[config.mk]
export PLATFORM = sky130hd
export DESIGN_NAME = gpib_device_end_flat
export DESIGN_NICKNAME = d
export VERILOG_FILES = /design/src/gpib_pkg.sv /design/src/gpib_link_if.sv /design/src/gpib_device_end.sv /design/src/flat_wrapper.sv
export SDC_FILE = /design/constraint.sdc
export NUM_CORES = 1
export LEC_CHECK = 0
export BUFFER_PORTS_ARGS = -buffer_cell sky130_fd_sc_hd__clkbuf_2
export CAP_MARGIN = 25
export CORE_MARGIN = 3
export CORE_UTILIZATION = 40
export DETAILED_ROUTE_END_ITERATION = 8
export GPL_TIMING_DRIVEN = 0
export PLACE_DENSITY_LB_ADDON = 0.3
export SLEW_MARGIN = 20
export SYNTH_ARGS = -nofsm -noshare
export SYNTH_HDL_FRONTEND = slang
export SYNTH_SLANG_ARGS = --single-unit
[constraint.sdc]
create_clock -name clk -period 3.6 [get_ports clk]
set_clock_uncertainty 0.2 [all_clocks]
set_input_delay 0.36 -clock clk [delete_from_list [all_inputs] [get_ports clk]]
set_output_delay 0.36 -clock clk [all_outputs]
set_load 0.005 [all_outputs]
[src/gpib_pkg.sv]
// shared constants for the gpib message classifier ends
package gpib_pkg;
    localparam int          BYTE_W      = 8;
    localparam int          CMD_W       = 7;
    localparam int          ADDR_W      = 5;
    localparam int          FIFO_DEPTH  = 8;
    // interface command codes on dio[6:0] (iso 7-bit)
    localparam logic [6:0]  CMD_GTL     = 7'h01;
    localparam logic [6:0]  CMD_SDC     = 7'h04;
    localparam logic [6:0]  CMD_PPC     = 7'h05;
    localparam logic [6:0]  CMD_GET     = 7'h08;
    localparam logic [6:0]  CMD_LLO     = 7'h11;
    localparam logic [6:0]  CMD_DCL     = 7'h14;
    localparam logic [6:0]  CMD_PPU     = 7'h15;
    localparam logic [6:0]  CMD_SPE     = 7'h18;
    localparam logic [6:0]  CMD_SPD     = 7'h19;
    localparam logic [6:0]  CMD_UNL     = 7'h3F;
    localparam logic [6:0]  CMD_UNT     = 7'h5F;
    // address groups: top two bits select listen or talk group
    localparam logic [1:0]  GRP_LISTEN  = 2'h1;
    localparam logic [1:0]  GRP_TALK    = 2'h2;
    // secondary group 0x60..0x6F enables, 0x70 disables a poll reply
    localparam logic [2:0]  GRP_PPE     = 3'h6;
    localparam logic [6:0]  CMD_PPD     = 7'h70;
    // recommended printable range for device data
    localparam logic [7:0]  PRINT_LO    = 8'h20;
    localparam logic [7:0]  PRINT_HI    = 8'h5E;
    localparam logic [3:0]  PP_CFG_RST  = 4'h0;
endpackage

[src/gpib_link_if.sv]
// link between the controller end and the instrument end
`timescale 1ns/1ps
`default_nettype none
interface gpib_link_if;
    logic                       atn;    // high = interface message byte
    logic                       ren;
    logic                       ifc;
    logic                       dav;    // byte on dio is valid
    logic [gpib_pkg::BYTE_W-1:0] dio;
    logic                       rfd;    // instrument ready for a byte

    modport ctrl_end (output atn, output ren, output ifc, output dav, output dio, input rfd);
    modport dev_end  (input atn, input ren, input ifc, input dav, input dio, output rfd);
endinterface
`default_nettype wire

[src/gpib_device_end.sv]
// instrument end: classifies bus bytes, routes commands, buffers device data
// What the two ends do
// - controller addresses first, then drops attention
// - data bytes pass whole, never decoded
// - printable codes recommended for device data
// - eighth bit travels on the top line
// - attention bytes are commands, never data
// - non-attention bytes are device data
// - route each command to its function
// - addressed commands need listen; universal always
`timescale 1ns/1ps
`default_nettype none

module gpib_rx_fifo #(
    parameter int WIDTH = 8,
    parameter int DEPTH = 8
) (
    input  wire logic               clk,
    input  wire logic               reset_n,
    input  wire logic               in_valid,
    output logic                    in_ready,
    input  wire logic [WIDTH-1:0]   in_data,
    output logic                    out_valid,
    input  wire logic               out_ready,
    output logic [WIDTH-1:0]        out_data,
    output logic [$clog2(DEPTH+1)-1:0] count
);
    localparam int PW = $clog2(DEPTH);
    localparam int CW = $clog2(DEPTH+1);
    localparam logic [CW-1:0] DEPTH_C = CW'(DEPTH);

    logic [WIDTH-1:0] mem_q [DEPTH];
    logic [WIDTH-1:0] mem_d [DEPTH];
    logic [PW-1:0]    wr_q, wr_d, rd_q, rd_d;
    logic [CW-1:0]    cnt_q, cnt_d;
    logic             ov_q, ov_d;
    logic [WIDTH-1:0] od_q, od_d;
    logic             push, pop;

    // storage count excludes the output register
    always_comb begin
        in_ready = (cnt_q != DEPTH_C);
        push     = in_valid && in_ready;
        pop      = (cnt_q != '0) && (!ov_q || out_ready);
        mem_d    = mem_q;
        wr_d     = wr_q;
        rd_d     = rd_q;
        cnt_d    = cnt_q;
        ov_d     = ov_q && !out_ready;
        od_d     = od_q;
        if (push) begin
            mem_d[wr_q] = in_data;
            wr_d        = (wr_q == PW'(DEPTH-1)) ? '0 : wr_q + 1'b1;
        end
        if (pop) begin
            od_d = mem_q[rd_q];
            ov_d = 1'b1;
            rd_d = (rd_q == PW'(DEPTH-1)) ? '0 : rd_q + 1'b1;
        end
        cnt_d = cnt_q + CW'(push) - CW'(pop);
    end

    // output register keeps the sink side glitch free
    always_ff @(posedge clk) begin
        if (!reset_n) begin
            wr_q  <= '0;
            rd_q  <= '0;
            cnt_q <= '0;
            ov_q  <= 1'b0;
            od_q  <= '0;
        end else begin
            wr_q  <= wr_d;
            rd_q  <= rd_d;
            cnt_q <= cnt_d;
            ov_q  <= ov_d;
            od_q  <= od_d;
        end
    end

    // entries need no reset, they are never read before written
    always_ff @(posedge clk) begin
        mem_q <= mem_d;
    end

    assign out_valid = ov_q;
    assign out_data  = od_q;
    assign count     = cnt_q;
endmodule

module gpib_device_end #(
    parameter logic [gpib_pkg::ADDR_W-1:0] MY_ADDR = 5'h0A,
    parameter int                          DEPTH   = gpib_pkg::FIFO_DEPTH
) (
    input  wire logic                       clk,
    input  wire logic                       reset_n,
    gpib_link_if.dev_end                    link,
    output logic                            rx_valid,
    input  wire logic                       rx_ready,
    output logic [gpib_pkg::BYTE_W-1:0]     rx_data,
    output logic                            listening,
    output logic                            talking,
    output logic                            serial_poll,
    output logic                            remote,
    output logic                            lockout,
    output logic                            pp_enabled,
    output logic [3:0]                      pp_config,
    output logic                            clear_pulse,
    output logic                            trigger_pulse
);
    import gpib_pkg::*;

    localparam int CW = $clog2(DEPTH+1);
    localparam logic [CW-1:0] ROOM_C = CW'(DEPTH-2);

    logic             take, push;
    logic [6:0]       code;
    logic [CW-1:0]    fcount;
    logic             rfd_q, rfd_d;
    logic             lsn_q, lsn_d, tlk_q, tlk_d, spe_q, spe_d;
    logic             rem_q, rem_d, llo_q, llo_d;
    logic             ppc_q, ppc_d, ppe_q, ppe_d;
    logic [3:0]       ppcfg_q, ppcfg_d;
    logic             clr_q, clr_d, trg_q, trg_d;

    assign take = link.dav && rfd_q;
    assign code = link.dio[6:0];

    assign push = take && !link.atn && lsn_q;

    gpib_rx_fifo #(
        .WIDTH     (BYTE_W),
        .DEPTH     (DEPTH)
    ) u_fifo (
        .clk       (clk),
        .reset_n   (reset_n),
        .in_valid  (push),
        .in_ready  (),
        .in_data   (link.dio),
        .out_valid (rx_valid),
        .out_ready (rx_ready),
        .out_data  (rx_data),
        .count     (fcount)
    );

    // command decode and addressing state
    always_comb begin
        // two free slots, since ready lags the count by a cycle
        rfd_d   = (fcount <= ROOM_C);
        lsn_d   = lsn_q;
        tlk_d   = tlk_q;
        spe_d   = spe_q;
        rem_d   = rem_q;
        llo_d   = llo_q;
        ppc_d   = ppc_q;
        ppe_d   = ppe_q;
        ppcfg_d = ppcfg_q;
        clr_d   = 1'b0;
        trg_d   = 1'b0;
        if (take && link.atn) begin
            // a primary (non-secondary) byte ends a pending configure
            if (code[6:5] != 2'h3) begin
                ppc_d = 1'b0;
            end
            if (code == CMD_UNL) begin
                lsn_d = 1'b0;
            end else if (code == CMD_UNT) begin
                tlk_d = 1'b0;
            end else if (code[6:5] == GRP_LISTEN && code[4:0] == MY_ADDR) begin
                lsn_d = 1'b1;
                rem_d = link.ren;
            end else if (code[6:5] == GRP_TALK) begin
                tlk_d = (code[4:0] == MY_ADDR);
            end
            unique case (code)
                CMD_DCL: clr_d = 1'b1;
                CMD_LLO: llo_d = 1'b1;
                CMD_SPE: spe_d = 1'b1;
                CMD_SPD: spe_d = 1'b0;
                CMD_PPU: begin
                    ppe_d   = 1'b0;
                    ppcfg_d = PP_CFG_RST;
                end
                default: ;
            endcase
            if (lsn_q) begin
                unique case (code)
                    CMD_SDC: clr_d = 1'b1;
                    CMD_GET: trg_d = 1'b1;
                    CMD_GTL: rem_d = 1'b0;
                    CMD_PPC: ppc_d = 1'b1;
                    default: ;
                endcase
                if (ppc_q && code[6:4] == GRP_PPE) begin
                    ppe_d   = 1'b1;
                    ppcfg_d = code[3:0];
                end else if (ppc_q && code == CMD_PPD) begin
                    ppe_d   = 1'b0;
                end
            end
        end
        if (!link.ren) begin
            rem_d = 1'b0;
            llo_d = 1'b0;
        end
        // interface clear unaddresses everything
        if (link.ifc) begin
            lsn_d = 1'b0;
            tlk_d = 1'b0;
            spe_d = 1'b0;
            ppc_d = 1'b0;
        end
    end

    always_ff @(posedge clk) begin
        if (!reset_n) begin
            rfd_q   <= 1'b0;
            lsn_q   <= 1'b0;
            tlk_q   <= 1'b0;
            spe_q   <= 1'b0;
            rem_q   <= 1'b0;
            llo_q   <= 1'b0;
            ppc_q   <= 1'b0;
            ppe_q   <= 1'b0;
            ppcfg_q <= PP_CFG_RST;
            clr_q   <= 1'b0;
            trg_q   <= 1'b0;
        end else begin
            rfd_q   <= rfd_d;
            lsn_q   <= lsn_d;
            tlk_q   <= tlk_d;
            spe_q   <= spe_d;
            rem_q   <= rem_d;
            llo_q   <= llo_d;
            ppc_q   <= ppc_d;
            ppe_q   <= ppe_d;
            ppcfg_q <= ppcfg_d;
            clr_q   <= clr_d;
            trg_q   <= trg_d;
        end
    end

    assign link.rfd      = rfd_q;
    assign listening     = lsn_q;
    assign talking       = tlk_q;
    assign serial_poll   = spe_q;
    assign remote        = rem_q;
    assign lockout       = llo_q;
    assign pp_enabled    = ppe_q;
    assign pp_config     = ppcfg_q;
    assign clear_pulse   = clr_q;
    assign trigger_pulse = trg_q;
endmodule
`default_nettype wire

[src/flat_wrapper.sv]
// flat-port wrapper written by rule: the top's interface ports become plain ports
module gpib_device_end_flat import gpib_pkg::*;
#(
    parameter logic [gpib_pkg::ADDR_W-1:0] MY_ADDR = 5'h0A,
    parameter int                          DEPTH   = gpib_pkg::FIFO_DEPTH
)
  (clk, reset_n, rx_valid, rx_ready, rx_data, listening, talking, serial_poll, remote, lockout, pp_enabled, pp_config, clear_pulse, trigger_pulse, link_atn, link_ren, link_ifc, link_dav, link_dio, link_rfd);
  gpib_link_if link_i ();
  input  wire logic clk;
  input  wire logic reset_n;
  output logic rx_valid;
  input  wire logic rx_ready;
  output logic [gpib_pkg::BYTE_W-1:0] rx_data;
  output logic listening;
  output logic talking;
  output logic serial_poll;
  output logic remote;
  output logic lockout;
  output logic pp_enabled;
  output logic [3:0] pp_config;
  output logic clear_pulse;
  output logic trigger_pulse;
  input wire logic [$bits(link_i.atn)-1:0] link_atn;
  input wire logic [$bits(link_i.ren)-1:0] link_ren;
  input wire logic [$bits(link_i.ifc)-1:0] link_ifc;
  input wire logic [$bits(link_i.dav)-1:0] link_dav;
  input wire logic [$bits(link_i.dio)-1:0] link_dio;
  output wire logic [$bits(link_i.rfd)-1:0] link_rfd;
  assign link_i.atn = link_atn;
  assign link_i.ren = link_ren;
  assign link_i.ifc = link_ifc;
  assign link_i.dav = link_dav;
  assign link_i.dio = link_dio;
  assign link_rfd = link_i.rfd;
  gpib_device_end #(.MY_ADDR(MY_ADDR), .DEPTH(DEPTH)) u_core (.clk(clk), .reset_n(reset_n), .link(link_i), .rx_valid(rx_valid), .rx_ready(rx_ready), .rx_data(rx_data), .listening(listening), .talking(talking), .serial_poll(serial_poll), .remote(remote), .lockout(lockout), .pp_enabled(pp_enabled), .pp_config(pp_config), .clear_pulse(clear_pulse), .trigger_pulse(trigger_pulse));
endmodule
# == Word level (Yosys, flattened, before mapping) ==
# Index checks and enable logic that the tools add are counted.
# classes
mul,0
addsub,4
div_mod_pow,0
muxes,35
shifts,0
n_reduce_logical,27
bitwise_logic,4
n_eq_ne,22
magnitude_cmp,4
# ops
op,n
$bwmux W64,1
$eq A7 B5 Y1 const B,5
$bmux W8 S3,1
$demux W8 S3,1
$mux W8,3
$mux W1,23
$eq A7 B3 Y1 const B,2
$eq A7 B7 Y1 const B,2
$mux W4,3
$logic_and A1 B1 Y1,11
$eq A3 B3 Y1 const B,3
$ge A4 B4 Y1 const B,2
$not A3 Y4,2
$reduce_and A2 Y1,4
$eq A7 B1 Y1 const B,1
$eq A7 B4 Y1 const B,1
$eq A7 B6 Y1 const B,1
$add A3 B1 Y3 const B,2
$mux W3,2
$reduce_and A3 Y1,2
$reduce_bool A2 Y1,3
$eq A5 B4 Y1 const B,1
$add A4 B1 Y4,1
$le A4 B3 Y1 const B,1
other kinds (14),18
# word_totals
out_inout_bits,22
latchBits,0
regBits,97
ramBits,0
mem_count,0
rom_bits,0

# == Logic depth before layout (Yosys ltp) ==
# Gate-level depths: netlist of run 1.
# logic_depth
depth_word,7
ltp_mapped,11

# == Modules after synthesis ==
# Synthesis of run 1 repeated with hierarchy kept, for this count alone.
# hier_totals
cells_unflattened,274
hier_area_um2,4108.9
# by_module_without_submodules
module,area_per_inst_um2,cells_each,instances,seq_area_each_um2
gpib_rx_fifo,3339.5,192,1,2302.2
gpib_device_end,769.5,82,1,280.3

# == Worst setup path after synthesis of run 1 ==
# OpenSTA, ideal clock, no wires.
# synth_path
path_kind,reg2reg
startpoint,"register u_core.u_fifo.cnt_q[2], in the netlist u_core.u_fifo.count[2]"
endpoint,"register u_core.u_fifo.cnt_q[2], in the netlist u_core.u_fifo.count[2]"
t_arrival_ps,2235
required_time_ps,3285
stages_incl_launch_ff,11
setup_time_ps,115
setup_slack_ps,1050
period_less_slack_ps,2550
cell_sequence,dfxtp_1 inv_1 ha_1 a2111oi_4 inv_2 ha_1 inv_1 ha_1 fa_1 xor2_1 and2_1
# synth_via
elab_chain_cells,4
word_cells_on_any_way,6
cone_classes,add/sub (2); eq/ne (1); reduce/logical (3)
# synth_rtl
item,line,rtl
start: declaration,gpib_device_end.sv:35,"logic [CW-1:0] cnt_q, cnt_d;"
start signal: assignment,gpib_device_end.sv:74,cnt_q <= cnt_d;
$ne A4 B4 Y1,gpib_device_end.sv:42,in_ready = (cnt_q != DEPTH_C);
$logic_and A1 B1 Y1,gpib_device_end.sv:43,push = in_valid && in_ready;
$add A4 B1 Y4,gpib_device_end.sv:60,cnt_d = cnt_q + CW'(push) - CW'(pop);
$sub A4 B1 Y4 (*),gpib_device_end.sv:60,
# Mark *: on every way between the ends. The rest lies on a longest branch, timed or not.
# A chain may end at the register's enable or synchronous reset.

# == Final worst setup path of run 1 ==
# Ends and elaborated chain as after synthesis.

==> results of run 1 <==
==> flip-flops by register name, summed over array words and instances, names as in the netlist, 3 cells and up <==
name                    cells
u_core.u_fifo.count         4
u_core.u_fifo.rd_q          3
u_core.u_fifo.out_data      8
u_core.pp_config            4
u_core.u_fifo.wr_q          3
u_core.u_fifo.mem_q        64
==> worst paths after layout <==
path	startpoint	endpoint	depth (start not counted)
setup / recovery	u_core.u_fifo.count[2]	u_core.u_fifo.count[2]	10
hold / removal	link_ren	u_core.lockout	3
setup reg to reg	u_core.u_fifo.count[2]	u_core.u_fifo.count[2]	10
hold reg to reg	u_core.pp_enabled	u_core.pp_enabled	2
==> cell usage in the layout (no fill, tap or decap), drive strengths merged, types with 3 or more instances in the layout <==
| cell type | n |
|---|---|
| nor3b | 4 |
| nor4 | 6 |
| a21oi | 12 |
| dfxtp | 33 |
| edfxtp | 64 |
| mux2i | 12 |
| nor2b | 5 |
| ha | 11 |
| clkbuf | 52 |
| nor3 | 6 |
| mux4 | 16 |
| nor2 | 14 |
| nand2b | 5 |
| inv | 11 |
| nand3b | 3 |
| nand2 | 17 |
| o21ai | 10 |
| buf | 8 |
| a21boi | 3 |
| and2 | 4 |
==> metal layers <==
metal / vias to the layer above / GRT usage [%] / share of wire [%]
met2: 79 / 23.8 / 49
li1: 1115 / - / -
met3: 10 / 3.98 / 6.4
met1: 1147 / 20.5 / 44
met4: 0 / 5.81 / 1.2
met5: - / 0 / 0
==> per-stage QoR <==
stage	worst slack [ns]	total power (uW)	hold WS, ns	area [um2]	std cells
after floorplan	1.05	1890	0.238	3950	268
after global placement	0.473	2100	0.248	4280	432
after detailed placement	0.847	2130	0.260	4340	435
after CTS	0.830	2740	0.0274	4500	451
after global routing	0.666	2870	0.0619	4500	451
final	0.864	2700	0.0366	4500	451
==> final cells by class <==
class / count / area [um2]
multi-input combinational: 150 / 1310
inverter: 10 / 37.5
clock buffer: 11 / 131
timing repair buffer: 38 / 198
buffer: 11 / 47.5
sequential: 97 / 2580
fill: 835 / 4910
clock inverter: 5 / 32.5
tap: 129 / 161
==> cell families (layout without fill, tap and decap cells) <==
group	count (synthesis)	count (layout)
flops	97	97
simple gates	72	72
compound gates	36	36
mux	28	28
buf+inv	21	75
fa+ha+maj	12	12
xor+xnor	2	2
==> report_power, final <==
group          switching (uW)  internal [uW]
sequential               53.7           1270
combinational             400            359
clock                     365            251
==> worst reg2reg max path, stage by stage, from the launching register on <==
cell       delay, ns
dfxtp_1         0.34
inv_1           0.08
ha_1            0.23
a2111oi_4       0.45
inv_2           0.12
ha_1            0.30
inv_1           0.04
ha_1            0.19
fa_1            0.38
xor2_1          0.16
and2_1          0.15
==> results.cfg, run 1 <==
[timing]
setup_tns_ns = 0
slew_violations = 0
fmax_mhz = 366
period_share_pct = 76.0
finalSetupViolations = 0
period_needed_ns = 2.74
report.final.hold_viol_count = 0
rsz0062_at_grt = no
tightest_slew_ns = 0.837
maxSlewHeadroom_pct = 44.0

[cts]
cts_setup_buffers = 0
path_clk_slew_ns = 0.09
cts_hold_buf = 0
cts_max_level = 3
clk_latency_ns = 0.36
ctsResizeCount = 0
root_buffer = clkbuf_8
cts_tree = built
clk_path_buf_depth = 2
cts.sinks = 97
cts-buffers-inserted = 9

[logic_synthesis]
synth_area_mm2 = 0.00395
synth_area_per_cell_um2 = 14.7
synth.most_common_cell = edfxtp_1
synth_xor_area_share_pct = 0.444
synth_adder_area_share_pct = 3.99
synthTopCellsByArea = edfxtp_1 49%, dfxtp_1 17%, mux4_2 9.1%
synth_commonest_cells = 64 x edfxtp_1, 33 x dfxtp_1, 17 x nand2_1
synth-async-reset-ratio_pct = 0
yosysTopAreaCellShare_pct = 48.7
syn-instance-count = 268
synth_top_family_by_area = multiplexers
synth_edf_count = 64
synth_seq_area_share_pct = 65.4
synth_compound_area_share_pct = 6.28
muxShareOfSynthArea_pct = 12.2
synth_ff_type = edfxtp_1
synth-simple-area-share_pct = 9.54
yosysTopAreaCell = edfxtp_1
yosysWarningCount = 0
synth.distinct_cells = 39
ys_ff_latch = 97
syn_nets = 295

[layout]
num-nets-final = 344
layout-drive-gt1-share_pct = 24.5
n_antenna_cell = 0
post-route-util_pct = 47.8
syn2layout_area_growth_pct = 14.0

[status]
outcome = finished, final reports clean

[routing]
drc_errors = 0
vias = 2351
drt-initial-drc-count = 158
firstDrtPassIters = 4
wl_per_cell_um = 17.5
final_antenna_net_count = 0
wirelength_um = 7900
routed_via_density = 5.21

[setup_path]
worstPathCellList = inv_1 -> ha_1 -> a2111oi_4 -> inv_2 -> ha_1 -> inv_1 -> ha_1 -> fa_1 -> xor2_1 -> and2_1
crit_required_ns = 3.66
startpoint_type = register
worst-path-max-fanout = 5
cp-end-kind = register
rrSetupSlack_ns = 0.86
crit_arrival_ns = 2.80
critPathKind = register to register
cp_common_cell = ha_1
cp_top_family = adder cells
crit_path_top_delay_cell = a2111oi_4
critPathBufInv = 3
critPathMaxStageDelay_ns = 0.45

[global_routing]
overflow = 0
grt_max_degree = 17
globalRouteTotalUtil_pct = 15.2
grt_pass1_vias = 2335
antenna_found_initial = 0
grt_pass1_wl_um = 12800

[die]
rows = 35
die_w_um = 105
dieArea_mm2 = 0.0111
core_area_mm2 = 0.00942
start_util_pct = 41.9
ios = 37
fp.dieH_um = 105

[min_path]
hold_path.class = input port to register

[pwr]
power_density_mw_per_mm2 = 599
vdd_drop_max_mv = 0.296
p_leak_uw = 0.00155

[place]
numPortBuffers = 35
dp_hpwl_um = 5460
gp_congestion = 0.819

[flow_run]
drv_cap = 0
Note: power is estimated with default switching activity, not from simulation.
==> run 2: changes to the inputs <==
==> constraint.sdc (replaced) <==
create_clock -name clk -period 2.6 [get_ports clk]
set_clock_uncertainty 0.2 [all_clocks]
set_input_delay 0.26 -clock clk [delete_from_list [all_inputs] [get_ports clk]]
set_output_delay 0.26 -clock clk [all_outputs]
set_load 0.005 [all_outputs]
==> results.cfg, run 2 (same netlist as run 1, synthesis figures left out) <==
[global_routing]
grt_pass1_wl_um = 12900
overflow = 0
globalRouteTotalUtil_pct = 15.3
grt_max_degree = 17
antenna_found_initial = 0
grt_pass1_vias = 2360

[place]
dp_hpwl_um = 5460
numPortBuffers = 35
dpl-instance-area_mm2 = 0.00434
gp_congestion = 0.819

[cts]
cts_max_level = 3
cts_tree = built
cts.sinks = 97
clk_path_buf_depth = 2
root_buffer = clkbuf_8
clk_latency_ns = 0.36
cts-buffers-inserted = 9
path_clk_slew_ns = 0.09

[routing]
met3_length_um = 381
top_layer = met4
drc_errors = 0
m1WireLength_um = 3600
vias = 2373
final_antenna_net_count = 0
routed_via_density = 5.22
wirelength_um = 8010
drt-initial-drc-count = 170
firstDrtPassIters = 4
met2_wirelength_um = 3920
wl_per_cell_um = 17.6

[setup_path]
r2r_end = u_core.u_fifo.mem_q[28]
critPathMaxStageDelay_ns = 0.64
rrSetupSlack_ns = 0.09
startpoint_type = register
crit_arrival_ns = 2.30
reg2reg_from = u_core.u_fifo.count[2]
critPathKind = register to register
cp_top_family = simple AND/OR/NAND/NOR gates
crit_path_top_delay_cell = nor3_2
crit_required_ns = 2.39
worstPathCellList = inv_2 -> ha_2 -> a2111oi_4 -> buf_4 -> nand2_1 -> nor3_2
worst-path-max-fanout = 8
critPathBufInv = 2
cp-end-kind = register
r2r_cells = 6

[timing]
finalSetupViolations = 0
report.final.hold_viol_count = 0
maxSlewHeadroom_pct = 48.1
period_needed_ns = 2.51
slew_violations = 0
setup_tns_ns = 0
rsz0062_at_grt = yes
period_share_pct = 96.5
tightest_slew_ns = 0.774
fmax_mhz = 399

[pwr]
p_leak_uw = 0.00157
vdd_drop_max_mv = 0.411
swShare_pct = 30.6
intPower_uw = 2640
clockPowerShare_pct = 22.4
pwr-share-comb_pct = 29.2
p_sw_uw = 1170
power_density_mw_per_mm2 = 829
pwr-share-seq_pct = 48.4

[min_path]
hold_path.class = input port to register
hold_start = rx_ready
hold_end = u_core.u_fifo.out_valid
hold-path-cell-count = 3

[die]
rows = 35
start_util_pct = 41.9
ios = 37
core_area_mm2 = 0.00942
dieArea_mm2 = 0.0111
die_w_um = 105
fp.dieH_um = 105

[layout]
regMostFlops = u_core.u_fifo.mem_q
final_common_cell = edfxtp_1
final_cell_mix = 64 x edfxtp_1, 35 x clkbuf_2, 31 x dfxtp_1, 16 x nand2_1, 16 x mux4_2
num-nets-final = 348
largest_reg_flops = 64
multi_input_comb_area_mm2 = 0.00136
n_antenna_cell = 0
design_area_mm2 = 0.00459
fill_cells = 832
register_area_mm2 = 0.00258
layout-drive-gt1-share_pct = 29.1
syn2layout_area_growth_pct = 16.2

[status]
outcome = finished, final reports clean

[flow_run]
drv_cap = 0
==> run 2: layout make-up <==
class / instances / area share [%]
inverters: 10 / 0.818
repair buffers: 42 / 5.07
flip-flops and latches: 97 / 56.3
multi-input cells: 150 / 29.6
well taps: 129 / 3.52
clock inverters: 5 / 0.709
clock buffers: 11 / 2.86
plain buffers: 11 / 1.12
==> run 2: power by group through the flow <==
stage               Clock (uW)  Sequential [uW]  Combinational [uW]
global route               944             1860                1230
CTS                        874             1840                1090
global placement             0             1870                1050
finish                     853             1840                1110
floorplan                    0             1850                 757
detailed placement           0             1870                1080
==> run 2: timing repair <==
item                                    4_1_cts  5_1_grt
gates cloned                                  0        0
endpoints found under the setup margin       25       34
hold endpoints to repair                     10        0
pin swaps                                     1        2
gates resized for setup                       7       11
hold buffers                                  2        0
setup buffers                                 2        0
==> run 2: through the flow <==
step                util, %  power, uW  hold slack [ns]  setup slack (ns)  cells
floorplan                 -       2610            0.138            0.0501    268
global placement       45.5       2910            0.248            -0.487    432
detailed placement     46.1       2940            0.260            -0.147    435
CTS                    48.3       3800           0.0197          -0.00958    455
global route           48.7       4030           0.0302           -0.0824    455
finish                 48.7       3800           0.0312            0.0914    455
==> run 2: worst max-delay path by stage <==
stage	from	slack (ns)	cells after the start	endpoint
6_report	u_core.u_fifo.count[2]	0.09	6	u_core.u_fifo.mem_q[28]
5_1_grt	u_core.u_fifo.count[2]	-0.08	6	u_core.u_fifo.mem_q[29]
3_3_place_gp	u_core.u_fifo.count[2]	-0.49	5	u_core.u_fifo.mem_q[41]
3_5_place_dp	u_core.u_fifo.count[2]	-0.15	11	u_core.u_fifo.count[3]
2_1_floorplan	u_core.u_fifo.count[2]	0.05	10	u_core.u_fifo.count[2]
4_1_cts	u_core.u_fifo.count[2]	-0.01	6	u_core.u_fifo.mem_q[18]
==> run 2: metal layers <==
metal	track usage, %	up-vias
li1	-	1123
met1	20.7	1176
met2	24.1	63
met3	3.80	11
met4	5.53	0
met5	0	-
==> run 2: worst register-to-register path, delay by kind of cell (launching register included) <==
family,cells,cell delay (ns)
and+or+nand+nor,2,0.81
AOI/OAI and AO/OA,1,0.36
DFF,1,0.35
buffers and inverters,2,0.24
adders and majority gates,1,0.19
==> run 3: changes to the inputs <==
--- a/config.mk
+++ b/config.mk
@@ -9,6 +9,7 @@
 export CAP_MARGIN = 25
 export CORE_MARGIN = 3
 export CORE_UTILIZATION = 40
+export CTS_BUF_LIST = sky130_fd_sc_hd__clkbuf_8
 export DETAILED_ROUTE_END_ITERATION = 8
 export GPL_TIMING_DRIVEN = 0
 export PLACE_DENSITY_LB_ADDON = 0.3
==> results.cfg, run 3 (same netlist as run 1, synthesis figures left out) <==
[timing]
period_share_pct = 96.5
tightest_slew_ns = 0.774
fmax_mhz = 399
setup_ws_ns = 0.0910
finalSetupViolations = 0
report.final.hold_viol_count = 0
period_needed_ns = 2.51
setup_tns_ns = 0
slew_violations = 0
maxSlewHeadroom_pct = 48.1
rsz0062_at_grt = yes

[setup_path]
critPathLaunch = u_core.u_fifo.count[2]
reg2reg_from = u_core.u_fifo.count[2]
cp-end-kind = register
crit_arrival_ns = 2.30
worst-path-max-fanout = 8
critPathKind = register to register
crit_required_ns = 2.39
startpoint_type = register

[cts]
clk_path_buf_depth = 2
root_buffer = clkbuf_8
cts_tree = built
clk_latency_ns = 0.36
cts-buffers-inserted = 9
cts.sinks = 97
path_clk_slew_ns = 0.09
cts_max_level = 3

[routing]
drt-initial-drc-count = 170
wirelength_um = 8010
drc_errors = 0
firstDrtPassIters = 4
vias = 2378
routed_via_density = 5.23
final_antenna_net_count = 0
wl_per_cell_um = 17.6

[global_routing]
overflow = 0
grt_pass1_vias = 2360
antenna_found_initial = 0
globalRouteTotalUtil_pct = 15.3
grt_max_degree = 17
grt_pass1_wl_um = 12900

[die]
start_util_pct = 41.9
core_area_mm2 = 0.00942
die_w_um = 105
ios = 37
fp.dieH_um = 105
rows = 35
dieArea_mm2 = 0.0111

[min_path]
hold_start = rx_ready
hold_path.class = input port to register

[place]
dp_hpwl_um = 5460
numPortBuffers = 35
pre_cts_ws_ns = -0.147
dpl-instance-area_mm2 = 0.00434
gp_congestion = 0.819

[layout]
num-nets-final = 348
n_antenna_cell = 0
largest_reg_flops = 64
design_area_mm2 = 0.00459
regMostFlops = u_core.u_fifo.mem_q
post-route-util_pct = 48.7
final_cell_mix = 64 x edfxtp_1, 35 x clkbuf_2, 31 x dfxtp_1, 16 x nand2_1, 16 x mux4_2
syn2layout_area_growth_pct = 16.2
layout-drive-gt1-share_pct = 29.1
final_common_cell = edfxtp_1
fill_cells = 832

[flow_run]
drv_cap = 0

[pwr]
vdd_drop_max_mv = 0.411
power_density_mw_per_mm2 = 827
finalPower_uw = 3800
p_leak_uw = 0.00157

[status]
outcome = finished, final reports clean
run 3: changes by cell type in the layout (fill, tap and decap cells not counted):
cell	previous run	this run
clkbuf_1	7	5
inv_1	7	9
run 3: repair_timing:
action	CTS	global route
pin swaps	1	2
setup buffers	2	0
gates resized for setup	7	11
endpoints found under the setup margin	25	34
hold buffers	2	0
hold endpoints to repair	10	0
run 3: worst max-delay path: stages (launching register included):
cell and delay [ns]:
dfxtp_2 0.35, inv_2 0.05, ha_2 0.19, a2111oi_4 0.36, buf_4 0.19, nand2_1 0.17
nor3_2 0.64
run 3: final cells by class:
cell class                 count  area [um2]  share of cell area, %
tap                          129         161                   3.52
timing repair buffer          42         233                   5.07
sequential                    97        2580                   56.3
buffer                        11        51.3                   1.12
clock inverter                 7        40.0                  0.873
multi-input combinational    150        1360                   29.6
inverter                      10        37.5                  0.818
clock buffer                   9         124                   2.70
run 3: power by group:
part / internal, uW / leakage (uW) / switching (uW)
registers: 1760 / 0.000846 / 79.4
clock network: 340 / 0.0000857 / 507
logic: 530 / 0.000642 / 580
total: 2630 / 0.00157 / 1170
run 3: routing by layer:
layer / track usage [%] / up-vias / wire, um
met5: 0 / - / 0
met4: 5.53 / 0 / 116
met3: 3.80 / 11 / 387
met2: 24.1 / 65 / 3910
met1: 20.7 / 1178 / 3600
li1: - / 1124 / -
run 3: through the flow:
step / hold WS [ns] / std cells
after floorplan: 0.138 / 268
after global placement: 0.248 / 432
after detailed placement: 0.260 / 435
after CTS: 0.0197 / 455
after global routing: 0.0302 / 455
final: 0.0312 / 455
run 3: final timing paths:
check                                                to  slack, ns  cells past startpoint
worst max-delay path            u_core.u_fifo.mem_q[28]       0.09                      6
worst min-delay path            u_core.u_fifo.out_valid       0.03                      3
worst max register to register  u_core.u_fifo.mem_q[28]       0.09                      6
worst min register to register        u_core.pp_enabled       0.27                      2
